<file path="src/core/dep_defines.vh">
// constants for the data eeprom program and erase controller
`ifndef DEP_DEFINES_VH
`define DEP_DEFINES_VH
// control register bit positions
`define DEP_BIT_START 15
`define DEP_BIT_ENABLE 14
`define DEP_BIT_ERROR 13
`define DEP_OP_HI 6
`define DEP_OP_LO 0
// control register reset value
`define DEP_CTRL_RESET 16'h0000
// unlock key values
`define DEP_KEY_FIRST 8'h55
`define DEP_KEY_SECOND 8'haa
// operation codes with program-enable set, start clear
`define DEP_CMD_WORD_ERASE 16'h4044
`define DEP_CMD_BLOCK_ERASE 16'h4045
`define DEP_CMD_WORD_PROG 16'h4004
`define DEP_CMD_BLOCK_PROG 16'h400a
// cell cycle time
`define DEP_CYCLE_US 2000
`define DEP_CLOCK_MHZ 250
`define DEP_CYCLE_CYCLES (`DEP_CYCLE_US * `DEP_CLOCK_MHZ)
// write latch count
`define DEP_LATCHES 16
`endif

</file>
<file path="src/core/dep_control.v">
// data eeprom program and erase sequencer with unlock and latches
`timescale 1ns/100ps
`default_nettype none
`include "dep_defines.vh"
module dep_control #(
  parameter CYCLE_CYCLES = `DEP_CYCLE_CYCLES,
  parameter ADDR_W = 24,
  parameter DATA_W = 16
) (
  // clock and resets
  input wire clock,
  input wire rst,
  input wire por,
  input wire cycle_abort_reset,
  // core register writes
  input wire ctrl_write,
  input wire [15:0] ctrl_wdata,
  input wire key_write,
  input wire [7:0] key_wdata,
  input wire addr_low_write,
  input wire addr_high_write,
  input wire [15:0] addr_wdata,
  input wire flag_clear,
  // table writes
  input wire table_write,
  input wire [ADDR_W-1:0] table_addr,
  input wire [DATA_W-1:0] table_data,
  // register views
  output reg [15:0] nonvolatile_control_register,
  output wire [15:0] target_address_low,
  output wire [7:0] target_address_high,
  output reg completion_interrupt_flag,
  output wire busy,
  // array side
  output reg array_erase_word,
  output reg array_erase_block,
  output reg array_prog_word,
  output reg array_prog_block,
  output reg [ADDR_W-1:0] array_addr,
  output reg [3:0] array_latch_index,
  output wire [DATA_W-1:0] array_data
);
  // unlock states; the spare code falls back to idle on the next key or control write
  // cycle length counter is a full word so any sensible clock rate fits
  localparam ST_IDLE = 2'd0;
  localparam ST_KEY1 = 2'd1;
  localparam ST_ARMED = 2'd2;
  localparam CNT_W = 32;
  localparam [CNT_W-1:0] CYCLE_LAST = CYCLE_CYCLES - 1;

  // sequencer state, captured address and the running cycle's own copy of
  // the op code, kept apart from the register so later writes cannot touch it
  reg [1:0] unlock_state;
  reg [1:0] next_unlock_state;
  reg [ADDR_W-1:0] target_addr;
  reg [CNT_W-1:0] cycle_count;
  reg [6:0] cycle_op;
  reg running;
  reg start_ok;
  wire enable_now;
  wire start_req;
  wire [6:0] write_op;
  wire start_fire;
  wire cycle_done;
  wire abort_now;

  assign enable_now = nonvolatile_control_register[`DEP_BIT_ENABLE];
  // start requested only if enable was already set beforehand
  assign start_req = ctrl_write && ctrl_wdata[`DEP_BIT_START] && enable_now;
  assign busy = running;
  assign target_address_low = target_addr[15:0];
  assign target_address_high = target_addr[ADDR_W-1:16];
  // op field of the control write now on the bus
  assign write_op = ctrl_wdata[`DEP_OP_HI:`DEP_OP_LO];

  // the op field is all that tells the four cycles apart; enable is added
  // back so the compare is against the full control word
  function [15:0] full_cmd;
    input [6:0] op;
    begin
      full_cmd = {2'b01, 7'h00, op};
    end
  endfunction

  // single word erase
  function is_word_erase;
    input [6:0] op;
    begin
      is_word_erase = (full_cmd(op) == `DEP_CMD_WORD_ERASE);
    end
  endfunction

  // whole block erase
  function is_block_erase;
    input [6:0] op;
    begin
      is_block_erase = (full_cmd(op) == `DEP_CMD_BLOCK_ERASE);
    end
  endfunction

  // one word from its latch
  function is_word_prog;
    input [6:0] op;
    begin
      is_word_prog = (full_cmd(op) == `DEP_CMD_WORD_PROG);
    end
  endfunction

  // all sixteen latches in one cycle
  function is_block_prog;
    input [6:0] op;
    begin
      is_block_prog = (full_cmd(op) == `DEP_CMD_BLOCK_PROG);
    end
  endfunction

  // decide whether an operation code names a supported cycle; anything
  // else is refused so a stray code cannot leave start stuck high
  function op_valid;
    input [6:0] op;
    begin
      op_valid = is_word_erase(op) || is_block_erase(op) || is_word_prog(op) ||
                 is_block_prog(op);
    end
  endfunction

  // a start is taken only from the armed key state with a known op
  assign start_fire = start_ok && op_valid(write_op);
  // last counted edge of a cycle; start, busy and flag all move on it
  assign cycle_done = running && (cycle_count == CYCLE_LAST);
  // an outside reset only matters while a cycle is under way
  assign abort_now = cycle_abort_reset && running;

  // unlock sequencer: any stray key or control write drops to idle
  // key writes win over a control write in the same cycle, so a start can
  // only follow a clean 0x55, 0xaa pair with nothing in between; the armed
  // state is spent by the very next control write, taken or not
  always @* begin
    next_unlock_state = unlock_state;
    start_ok = 1'b0;
    if (key_write) begin
      if (unlock_state == ST_IDLE && key_wdata == `DEP_KEY_FIRST) begin
        next_unlock_state = ST_KEY1;
      end else if (unlock_state == ST_KEY1 && key_wdata == `DEP_KEY_SECOND) begin
        next_unlock_state = ST_ARMED;
      end else begin
        next_unlock_state = ST_IDLE;
      end
    end else if (ctrl_write) begin
      next_unlock_state = ST_IDLE;
      case (unlock_state)
        ST_ARMED: begin
          start_ok = start_req && !running;
        end
        default: begin
          start_ok = 1'b0;
        end
      endcase
    end
  end

  always @(posedge clock or posedge rst) begin
    if (rst) begin
      unlock_state <= ST_IDLE;
    end else begin
      unlock_state <= next_unlock_state;
    end
  end

  // control register; the enable bit only ever follows software writes and por
  // start is set here and cleared only by the cycle end, an abort or por, never
  // by software, so a stray write of zero cannot cut a cell cycle short;
  // the error bit is the opposite case, set by hardware, cleared by software
  always @(posedge clock or posedge rst) begin
    if (rst) begin
      nonvolatile_control_register <= `DEP_CTRL_RESET;
    end else if (por) begin
      nonvolatile_control_register <= `DEP_CTRL_RESET;
    end else begin
      if (ctrl_write) begin
        nonvolatile_control_register[`DEP_BIT_ENABLE] <= ctrl_wdata[`DEP_BIT_ENABLE];
        // op field frozen mid-cycle so the running cycle is untouched
        if (!running) begin
          nonvolatile_control_register[`DEP_OP_HI:`DEP_OP_LO] <=
            ctrl_wdata[`DEP_OP_HI:`DEP_OP_LO];
        end
        // error flag is software clearable only
        if (!ctrl_wdata[`DEP_BIT_ERROR]) begin
          nonvolatile_control_register[`DEP_BIT_ERROR] <= 1'b0;
        end
      end
      if (start_fire) begin
        nonvolatile_control_register[`DEP_BIT_START] <= 1'b1;
      end else if (cycle_done) begin
        nonvolatile_control_register[`DEP_BIT_START] <= 1'b0;
      end
      if (abort_now) begin
        nonvolatile_control_register[`DEP_BIT_START] <= 1'b0;
        nonvolatile_control_register[`DEP_BIT_ERROR] <= 1'b1;
      end
    end
  end

  // cycle timer runs on its own; the core never waits on it
  // the count is a fixed stand-in for the cell time, which really drifts
  // with supply and temperature; a user who needs margin raises CYCLE_CYCLES
  // an abort while idle is ignored so start bit and timer agree, except after a por, which clears start but leaves running set
  // op strobes last one cycle and are meant for the array's own sequencer
  always @(posedge clock or posedge rst) begin
    if (rst) begin
      running <= 1'b0;
      cycle_count <= {CNT_W{1'b0}};
      cycle_op <= 7'h00;
      array_erase_word <= 1'b0;
      array_erase_block <= 1'b0;
      array_prog_word <= 1'b0;
      array_prog_block <= 1'b0;
    end else begin
      array_erase_word <= 1'b0;
      array_erase_block <= 1'b0;
      array_prog_word <= 1'b0;
      array_prog_block <= 1'b0;
      if (abort_now) begin
        running <= 1'b0;
        cycle_count <= {CNT_W{1'b0}};
      end else if (!running) begin
        if (start_fire) begin
          running <= 1'b1;
          cycle_count <= {CNT_W{1'b0}};
          cycle_op <= write_op;
          array_erase_word <= is_word_erase(write_op);
          array_erase_block <= is_block_erase(write_op);
          array_prog_word <= is_word_prog(write_op);
          array_prog_block <= is_block_prog(write_op);
        end
      end else if (cycle_count == CYCLE_LAST) begin
        running <= 1'b0;
      end else begin
        cycle_count <= cycle_count + 32'h00000001;
      end
    end
  end

  // completion flag: set beats clear in the same cycle
  // a clear landing on the completing edge is dropped on purpose: losing
  // the completion event would leave software polling forever
  always @(posedge clock or posedge rst) begin
    if (rst) begin
      completion_interrupt_flag <= 1'b0;
    end else if (cycle_done && !abort_now) begin
      completion_interrupt_flag <= 1'b1;
    end else if (flag_clear) begin
      completion_interrupt_flag <= 1'b0;
    end
  end

  // address register: software load or last table write; kept on abort
  // frozen while a cycle runs so the array sees one stable target; an abort
  // leaves it alone so software can read back which word was hit
  // table writes win over direct loads, matching the last-access capture
  always @(posedge clock or posedge rst) begin
    if (rst) begin
      target_addr <= {ADDR_W{1'b0}};
    end else if (!running) begin
      if (table_write) begin
        target_addr <= table_addr;
      end else if (addr_low_write) begin
        target_addr[15:0] <= addr_wdata;
      end else if (addr_high_write) begin
        target_addr[ADDR_W-1:16] <= addr_wdata[7:0];
      end
    end
  end

  // array address and latch walk during a cycle
  // word cycles present the latch picked by the target address; a block
  // program steps through all sixteen, one latch per clock, wrapping round
  // the walk starts at the captured index, the last latch loaded
  always @(posedge clock or posedge rst) begin
    if (rst) begin
      array_addr <= {ADDR_W{1'b0}};
      array_latch_index <= 4'h0;
    end else if (!running) begin
      array_addr <= target_addr;
      array_latch_index <= target_addr[4:1];
    end else if (is_block_prog(cycle_op)) begin
      // block program presents every latch in turn
      array_latch_index <= array_latch_index + 4'h1;
    end
  end

  // latch bank; table writes never reach the array directly
  // loads are refused while a cycle runs: the array may still be reading
  // the bank and a new word would tear the block
  dep_latches #(
    .DATA_W(DATA_W),
    .DEPTH(`DEP_LATCHES),
    .IDX_W(4)
  ) u_latches (
    .clock(clock),
    .rst(rst),
    .load(table_write && !running),
    .load_index(table_addr[4:1]),
    .load_data(table_data),
    .read_index(array_latch_index),
    .read_data(array_data)
  );
endmodule // dep_control
`default_nettype wire

</file>
<file path="src/core/dep_latches.v">
// sixteen-word write latch bank loaded by table writes
`timescale 1ns/100ps
`default_nettype none
module dep_latches #(
  parameter DATA_W = 16,
  parameter DEPTH = 16,
  parameter IDX_W = 4
) (
  // clock and reset
  input wire clock,
  input wire rst,
  // load side
  input wire load,
  input wire [IDX_W-1:0] load_index,
  input wire [DATA_W-1:0] load_data,
  // read side
  input wire [IDX_W-1:0] read_index,
  output wire [DATA_W-1:0] read_data
);
  reg [DATA_W-1:0] mem [0:DEPTH-1];
  integer i;

  // latches load from table writes only, never the array directly
  always @(posedge clock or posedge rst) begin
    if (rst) begin
      for (i = 0; i < DEPTH; i = i + 1) begin
        mem[i] <= {DATA_W{1'b0}};
      end
    end else if (load) begin
      mem[load_index] <= load_data;
    end
  end

  assign read_data = mem[read_index];
endmodule // dep_latches
`default_nettype wire

</file>
<file path="config.mk">
export PLATFORM = sky130hd
export DESIGN_NAME = dep_control
export DESIGN_NICKNAME = d
export VERILOG_FILES = /design/src/core/dep_control.v /design/src/core/dep_latches.v
export VERILOG_INCLUDE_DIRS = /design/src /design/src/core
export SDC_FILE = /design/constraint.sdc
export NUM_CORES = 1
export LEC_CHECK = 0
export BUFFER_PORTS_ARGS = -buffer_cell sky130_fd_sc_hd__buf_2
export CORE_MARGIN = 3
export CORE_UTILIZATION = 55
export CTS_BUF_LIST = sky130_fd_sc_hd__clkbuf_4
export DETAILED_ROUTE_END_ITERATION = 10
export PLACE_DENSITY = 0.79
export SLEW_MARGIN = 0
export SYNTH_ARGS = -nofsm -noshare
export SYNTH_HDL_FRONTEND = slang
export SYNTH_SLANG_ARGS = --single-unit
</file>
<file path="constraint.sdc">
create_clock -name clock -period 13.5 [get_ports clock]
set_input_delay 2.7 -clock clock [delete_from_list [all_inputs] [get_ports clock]]
set_output_delay 2.7 -clock clock [all_outputs]
set_load 0.02 [all_outputs]
</file>
# Word level (Yosys, flattened, before mapping)
# Index checks and enable logic that the tools add are counted.
# totals
out_inout_bits,90
inputBits,90
regBits,365
# classes
magnitude_cmp,3
bitwise_logic,4
eq_ne,15
addsub,2
muxes,51
reduce_logical,31
# ops
op,count
$bwmux 256,1
$mux 32,4
$bmux 16 s4,1
$demux 16 s4,1
$mux 16,4
$add 32x1->32 const B,1
$eq 32x19->1 const B,1
$mux 1,26
$mux 24,1
$mux 7,3
$mux 8,2
$eq 7x4->1 const B,2
$eq 7x7->1 const B,2
$logic_and 1x1->1,11
$ge 5x5->1 const B,2
$mux 2,5
$not 4->5,2
$reduce_bool 2->1,5
$eq 8x7->1 const B,1
$eq 8x8->1 const B,1
$mux 4,2
$reduce_and 2->1,4
$eq 7x3->1 const B,1
$reduce_and 3->1,2
15 further kinds,21

# Longest topological paths before layout
# Gate-level depths: netlist of the first run.
# depth
word_depth,10
ltp_mapped,8
depth_no_buf,6

# Cells and area by module
# From an unflattened synthesis of the first run, not the netlist that was laid out.
# unflattened
cells_unflattened,1241
hier_area_um2,16912.5
# by_module_without_submodules
mod,n_inst,cells_per_inst,area_each_um2,seq_area_each_um2
dep_latches,1,716,11581.1,6406.1
dep_control,1,525,5331.4,2727.6

# Least setup slack after synthesis of the first run
# Ideal clock, no wire load.
# synth_timing
kind,flip-flop to output port
start,reg array_latch_index[0]
end,out array_data[0]
path_stages_with_launch,5
path_buffers,2
t_arrival_ns,2.159
path_slack_ns,8.641
cell_sequence,dfrtp_1 buf_2 buf_2 mux4_2 mux4_2
# synth_between
elab_chain_len,4
# synth_lines
item,line_no,source
"start, declared",dep_control.v:40,"output reg [3:0] array_latch_index,"
"start signal, assigned",dep_control.v:285,array_latch_index <= target_addr[4:1];
"start signal, assigned",dep_control.v:288,array_latch_index <= array_latch_index + 4'h1;
$not 4->5 (not written as such),dep_latches.v:34,assign read_data = mem[read_index];
$bmux 16 s4,dep_latches.v:34,
$mux 16 (not written as such) (2 in series),dep_latches.v:34,
"end, declared",dep_control.v:41,output wire [DATA_W-1:0] array_data
# Every way passes these cells. The select of a mux whose other input is x is not followed.

# Worst setup path in the final report of the first run
# Same ends and word-level chain as after synthesis.

==> impl_metrics.tcl, run 1 <==
set metrics [dict create \
    insertion_delay_ns 0.72 \
    firstDrtPassIters 5 \
    drt-total-wl_um 40500 \
    synthFlopType "dfrtp_1" \
    synthXorXnorAreaFrac_pct 0.157 \
    hold_viol 0 \
    routed_via_density 6.01 \
    h-tree-depth 3 \
    die_x_um 180 \
    synth-seq-area-share_pct 54.7 \
    clock_sinks 365 \
    yosysUniqueCellTypes 57 \
    synth_compound_area_share_pct 5.04 \
    ctsHoldBuffers 0 \
    maxCapViolCount 0 \
    grt_pass1_vias 11700 \
    p_per_area_nw_per_um2 152 \
    grt_overflow 0 \
    arrival_ns 3.63 \
    async_flop_share_pct 100 \
    p_sw_share_pct 27.1 \
    internal_power_uw 2110 \
    skew_ns 0.0521 \
    path_class "flip-flop to output port" \
    ir_worst_vdd_mv 0.0766 \
    power_switching_uw 786 \
    synth-edff-count 0 \
    synth_area_per_cell_um2 14.1 \
    gp_congestion 0.910 \
    report.final.setup_viol 0 \
    wl_per_cell_um 22.0 \
    io_buffers 167 \
    dieArea_um2 32500 \
    grt_max_degree 137 \
    grt_pass1_wl_um 64300 \
    yosysWarnings 0 \
    worst_setup_path_end_kind "output port" \
    clkPwrFrac_pct 33.7 \
    finalCriticalPeriod_ns 6.33 \
    clk_path_buf_depth 3 \
    grt_antenna_before_repair 4 \
    start_kind "flip-flop" \
    muxShareOfSynthArea_pct 30.7 \
    seqPwrFrac_pct 48.1 \
    cts_buffers 94 \
    synthSimpleGateAreaFrac_pct 6.64 \
    tightest_slew_ns 1.22 \
    fin_tns_setup_ns 0 \
    cp_max_fo 47 \
    grt.total_usage_pct 25.0 \
    cts_setup_buffers 0 \
    hold_path.class "flip-flop to flip-flop" \
    core.rowCount 63 \
    final_layout_size_suffix_gt1_share_pct 45.1 \
    nets 1471 \
    finalCritPeriodShare_pct 46.9 \
    drt-initial-drc-count 716 \
    synth_area_um2 16700 \
    ioPinCount 180 \
    antenna_left 0 \
    syn_to_final_growth_pct 14.2 \
    pwr-share-comb_pct 18.2 \
    synth_top_family_by_area "multiplexers" \
    leakagePower_uw 0.00853 \
    rsz0062_at_grt "false" \
    nFillCells 2222 \
    status "complete, no violations" \
    die_h_um 180 \
    cts_tree "done" \
    synth_fa_ha_area_share_pct 0.150 \
    initial_core_util_pct 56.1 \
    path_clk_slew_ns 0.07 \
    route.detailed.drc 0 \
    max_freq_mhz 158 \
    worst_ep_required_time_ns 10.80 \
    clockRootBuffer "clkbuf_4" \
    cts-resized-gates 0 \
    slew_viol_final 0 \
    ys_seq_elements 365 \
    slew_headroom_pct 18.6 \
    via_count 11100 \
    core-area_um2 29800 \
    place_hpwl_um 24700 \
    finalPower_uw 2900 \
    synth_cells 1184 \
]
==> cells in the final DEF, fill, tap and decap left out, drive strengths merged, types with 3 or more instances in the layout <==
cell type / synthesis / final
nand2b: 4 / 4
and2: 6 / 6
mux2: 285 / 285
a211oi: 5 / 5
nor3b: 3 / 3
conb: 1 / 6
a21oi: 33 / 33
a31oi: 19 / 19
nor3: 7 / 7
diode: 0 / 4
nand3: 9 / 9
buf: 42 / 186
a41oi: 4 / 4
clkinv: 0 / 18
nor2b: 18 / 18
nand4: 17 / 17
nor2: 21 / 21
mux2i: 12 / 12
o21ai: 42 / 42
nand2: 73 / 73
and4: 5 / 5
a21o: 5 / 5
mux4: 80 / 80
nor4: 8 / 8
dfrtp: 365 / 365
o22ai: 4 / 4
nor4b: 7 / 7
o31ai: 20 / 20
clkbuf: 50 / 140
inv: 8 / 9
and3: 7 / 7
bufinv: 0 / 3
==> power by group through the flow <==
stage	sequential (µW)	combinational, µW	clock, µW
floorplan	1400	384	0
global placement	1390	515	0
detailed placement	1410	535	0
CTS	1390	537	1000
global route	1410	570	1060
finish	1390	529	977
==> kinds of logic (layout without fill, tap and decap cells) <==
family	after synthesis	after routing
xor+xnor	3	3
other cells	1	10
buf+inv	100	357
flops	365	365
compound gates	139	139
simple gates	197	197
fa+ha+maj	2	2
mux	377	377
==> worst max-delay path, cell delays in order, from the launching register on <==
cell	delay [ns]
dfrtp_4	0.69
buf_4	0.80
mux4_2	0.61
mux4_2	0.54
buf_2	0.19
==> cells in the mapped netlist, types with 4 or more instances <==
master | number | area share [%]
mux4_2 | 80 | 11
a31oi_1 | 19 | 0.71
o21ai_1 | 12 | 0.36
buf_4 | 7 | 0.31
nand2b_1 | 4 | 0.15
a41oi_1 | 4 | 0.21
nand2_1 | 73 | 1.6
mux2_1 | 67 | 4.5
o31ai_1 | 19 | 0.85
and2_1 | 6 | 0.22
a21o_1 | 5 | 0.22
mux2_2 | 218 | 15
and3_1 | 7 | 0.26
nor2_1 | 21 | 0.47
nor3_1 | 6 | 0.18
nor2b_1 | 18 | 0.67
o21ai_0 | 30 | 0.90
nor4b_1 | 4 | 0.21
inv_1 | 8 | 0.18
a21oi_1 | 33 | 0.99
dfrtp_1 | 365 | 55
nand4_1 | 16 | 0.60
buf_2 | 24 | 0.72
o22ai_1 | 4 | 0.15
a211oi_1 | 5 | 0.22
nand3_1 | 9 | 0.27
clkbuf_1 | 50 | 1.1
buf_1 | 11 | 0.25
and4_1 | 5 | 0.26
mux2i_1 | 12 | 0.72
nor4_2 | 4 | 0.30
==> per-layer routing <==
layer  GRT usage [%]  wire length (µm)  vias up
met3            6.14              2750       73
met1            33.1             16700     5705
met2            40.4             19900      410
met4            9.70              1180        0
met5               0                 0        -
li1                -                 -     4867
==> worst paths after layout <==
path                                      to  cells past startpoint            startpoint  slack [ns]
max in group asynchronous  u_latches.mem[98]                      4                   rst        8.95
hold reg to reg                  cycle_op[1]                      1           cycle_op[1]        0.48
min in group asynchronous     cycle_count[9]                      2                   rst        2.18
hold / removal                   cycle_op[1]                      1           cycle_op[1]        0.48
setup reg to reg             cycle_count[31]                      5                  busy       10.55
setup / recovery               array_data[0]                      4  array_latch_index[0]        7.17
==> sequential cells by signal, indices dropped and copies added, names as in the netlist <==
name,flops
array_erase_word,1
cycle_count,32
busy,1
array_latch_index,4
array_addr,24
u_latches.mem,256
target_addr,24
array_erase_block,1
unlock_state,2
cycle_op,7
array_prog_block,1
completion_interrupt_flag,1
array_prog_word,1
nonvolatile_control_register,10
==> cell type report <==
cell class	instances	area, µm²	area share (%)
Multi-Input combinational cell	724	7190	37.7
Inverter	8	37.5	0.197
Tap cell	390	488	2.56
Timing Repair Buffer	186	978	5.13
Clock inverter	23	175	0.918
Clock buffer	140	1050	5.51
Sequential cell	365	9140	47.9
Antenna cell	4	10.0	0.0525
==> metrics by stage <==
stage	setup WS [ns]	hold WS (ns)	util, %	cell area, µm²	std cells
final	7.17	0.483	64.0	19100	1840
after global routing	6.95	0.493	64.0	19100	1840
after CTS	7.05	0.484	64.0	19100	1836
after detailed placement	7.83	0.469	59.9	17800	1673
after global placement	7.83	0.462	59.9	17800	1673
after floorplan	0.668	0.449	-	16700	1189
No activity file was read; power rests on OpenSTA's default activity.
==> inputs of run 2 (changes only) <==
--- a/config.mk
+++ b/config.mk
@@ -11,7 +11,7 @@
 export CORE_UTILIZATION = 55
 export CTS_BUF_LIST = sky130_fd_sc_hd__clkbuf_4
 export DETAILED_ROUTE_END_ITERATION = 10
-export PLACE_DENSITY = 0.79
+export PLACE_DENSITY = 0.76
 export SLEW_MARGIN = 0
 export SYNTH_ARGS = -nofsm -noshare
 export SYNTH_HDL_FRONTEND = slang
==> constraint.sdc (replaced) <==
create_clock -name clock -period 6.1 [get_ports clock]
set_input_delay 1.22 -clock clock [delete_from_list [all_inputs] [get_ports clock]]
set_output_delay 1.22 -clock clock [all_outputs]
set_load 0.02 [all_outputs]
==> run 2 against run 1 <==
  * Critical path depth unchanged
  * Flip-flop and latch count stayed put
  * Die area unchanged
  * Global-route usage is 0.70 points lower
  * Setup slack lost 5.8 ns
  * Largest cell class unchanged
  * Total power is 120% higher
  * Clock power up 120%
==> impl_metrics.tcl, run 2 (synthesized netlist as in run 1, its figures left out) <==
set metrics [dict create \
    drt-total-wl_um 39300 \
    dp_cells 1675 \
    cts_setup_buffers 0 \
    min_path_cells 1 \
    grt_pass1_vias 11600 \
    worst_path_largest_cell_delay_ns 1.03 \
    slew_headroom_pct 18.3 \
    clock_sinks 365 \
    routed_via_density 5.92 \
    tightest_slew_ns 1.23 \
    rsz0062_at_grt "false" \
    rrSetupSlack_ns 2.98 \
    ioPinCount 180 \
    io_buffers 167 \
    largest_reg_flops 256 \
    regMostFlops "u_latches.mem" \
    finalPower_uw 6360 \
    finalCritPeriodShare_pct 76.9 \
    r2r_cells 5 \
    cpMostUsedCell "mux4_2" \
    wl_per_cell_um 21.3 \
    path_clk_slew_ns 0.07 \
    hold_viol 0 \
    maxCapViolCount 0 \
    clockRootBuffer "clkbuf_4" \
    instances_no_fill 1844 \
    status "complete, no violations" \
    initial_core_util_pct 56.1 \
    p_per_area_nw_per_um2 333 \
    die_h_um 180 \
    drt-initial-drc-count 726 \
    r2r_end "cycle_count[27]" \
    min-delay-start "u_latches.mem[133]" \
    grt.total_usage_pct 24.3 \
    cts_buffers 95 \
    grt_pass1_wl_um 63000 \
    max_freq_mhz 213 \
    cts-resized-gates 0 \
    crit_path_top_delay_cell "dfrtp_4" \
    leakagePower_uw 0.00856 \
    largestRegisters "u_latches.mem x256, cycle_count x32" \
    nets 1474 \
    gp_congestion 0.852 \
    die_x_um 180 \
    via_count 10900 \
    grt_max_degree 199 \
    finalCriticalPeriod_ns 4.69 \
    final_area_um2 19100 \
    worst_setup_path_end_kind "output port" \
    place_hpwl_um 24300 \
    route.detailed.drc 0 \
    dieArea_um2 32500 \
    final_cell_mix "362 x dfrtp_1, 218 x mux2_2, 167 x buf_2" \
    cp_max_fo 46 \
    worstHoldEndpoint "u_latches.mem[133]" \
    r2r-start "busy" \
    core.rowCount 63 \
    final_layout_size_suffix_gt1_share_pct 45.6 \
    grt_antenna_before_repair 1 \
    antenna_left 0 \
    skew_ns 0.0588 \
    place_area_um2 17900 \
    clk_path_buf_depth 3 \
    fin_tns_setup_ns 0 \
    core-area_um2 29800 \
    ctsHoldBuffers 0 \
    firstDrtPassIters 5 \
    report.final.setup_viol 0 \
    insertion_delay_ns 0.72 \
    hold_path.class "flip-flop to flip-flop" \
    path_class "flip-flop to output port" \
    layout_commonest_cell "dfrtp_1" \
    syn_to_final_growth_pct 14.4 \
    grt_overflow 0 \
    slew_viol_final 0 \
    h-tree-depth 3 \
    worst_ep_required_time_ns 4.88 \
    cts_tree "done" \
    start_kind "flip-flop" \
    ir_worst_vdd_mv 0.174 \
    final_util_pct 64.1 \
    path_cells "buf_4 -> mux4_2 -> mux4_2 -> buf_2" \
    arrival_ns 3.47 \
]
-- run 2: cell types whose count changed in the layout (fill, tap and decap cells not counted) --
cell	before	now
bufinv_16	3	1
diode_2	4	1
inv_8	1	0
clkinv_1	17	14
clkinv_4	0	3
clkbuf_4	140	146
buf_12	0	2
clkinv_2	1	3
-- run 2: area by class of cell --
class | instances | area (µm²)
tap | 390 | 488
antenna | 1 | 2.50
multi-input combinational | 724 | 7190
clock inverter | 22 | 133
clock buffer | 146 | 1100
fill | 2275 | 10700
inverter | 8 | 33.8
sequential | 365 | 9140
timing repair buffer | 188 | 1020
-- run 2: worst max-delay path by stage --
stage	startpoint	end	slack (ns)
2_1_floorplan	rst	array_addr[0]	-0.02
3_3_place_gp	array_latch_index[0]	array_data[9]	2.12
3_5_place_dp	array_latch_index[0]	array_data[10]	2.11
4_1_cts	array_latch_index[0]	array_data[10]	1.32
5_1_grt	array_latch_index[0]	array_data[9]	1.19
6_report	array_latch_index[0]	array_data[9]	1.41
-- run 2: per-layer routing --
metal	vias up	wire [µm]	global-route usage [%]	part of all wire, %
met2	367	19400	40.0	49
met1	5622	16700	32.9	42
met3	51	2520	5.33	6.4
li1	4871	-	-	-
met4	0	652	7.40	1.7
met5	-	0	0	0
-- run 2: worst max-delay path, delay by kind of cell (launching register included) --
kind                   cells  cell delay, ns
muxes                      2            1.04
DFF                        1            1.03
buffers and inverters      2            0.63
-- run 2: through the flow --
stage / hold WS [ns] / setup slack, ns
3_3_place_gp: 0.461 / 2.12
5_1_grt: 0.496 / 1.19
4_1_cts: 0.486 / 1.32
3_5_place_dp: 0.471 / 2.11
6_report: 0.480 / 1.41
2_1_floorplan: 0.449 / -0.0162
-- run 2: where the power goes --
| part | internal [µW] | leakage [µW] | switching [µW] |
|---|---|---|---|
| clock | 1130 | 0.000736 | 990 |
| combinational | 653 | 0.00328 | 485 |
| sequential | 2850 | 0.00454 | 247 |
| total | 4640 | 0.00856 | 1720 |
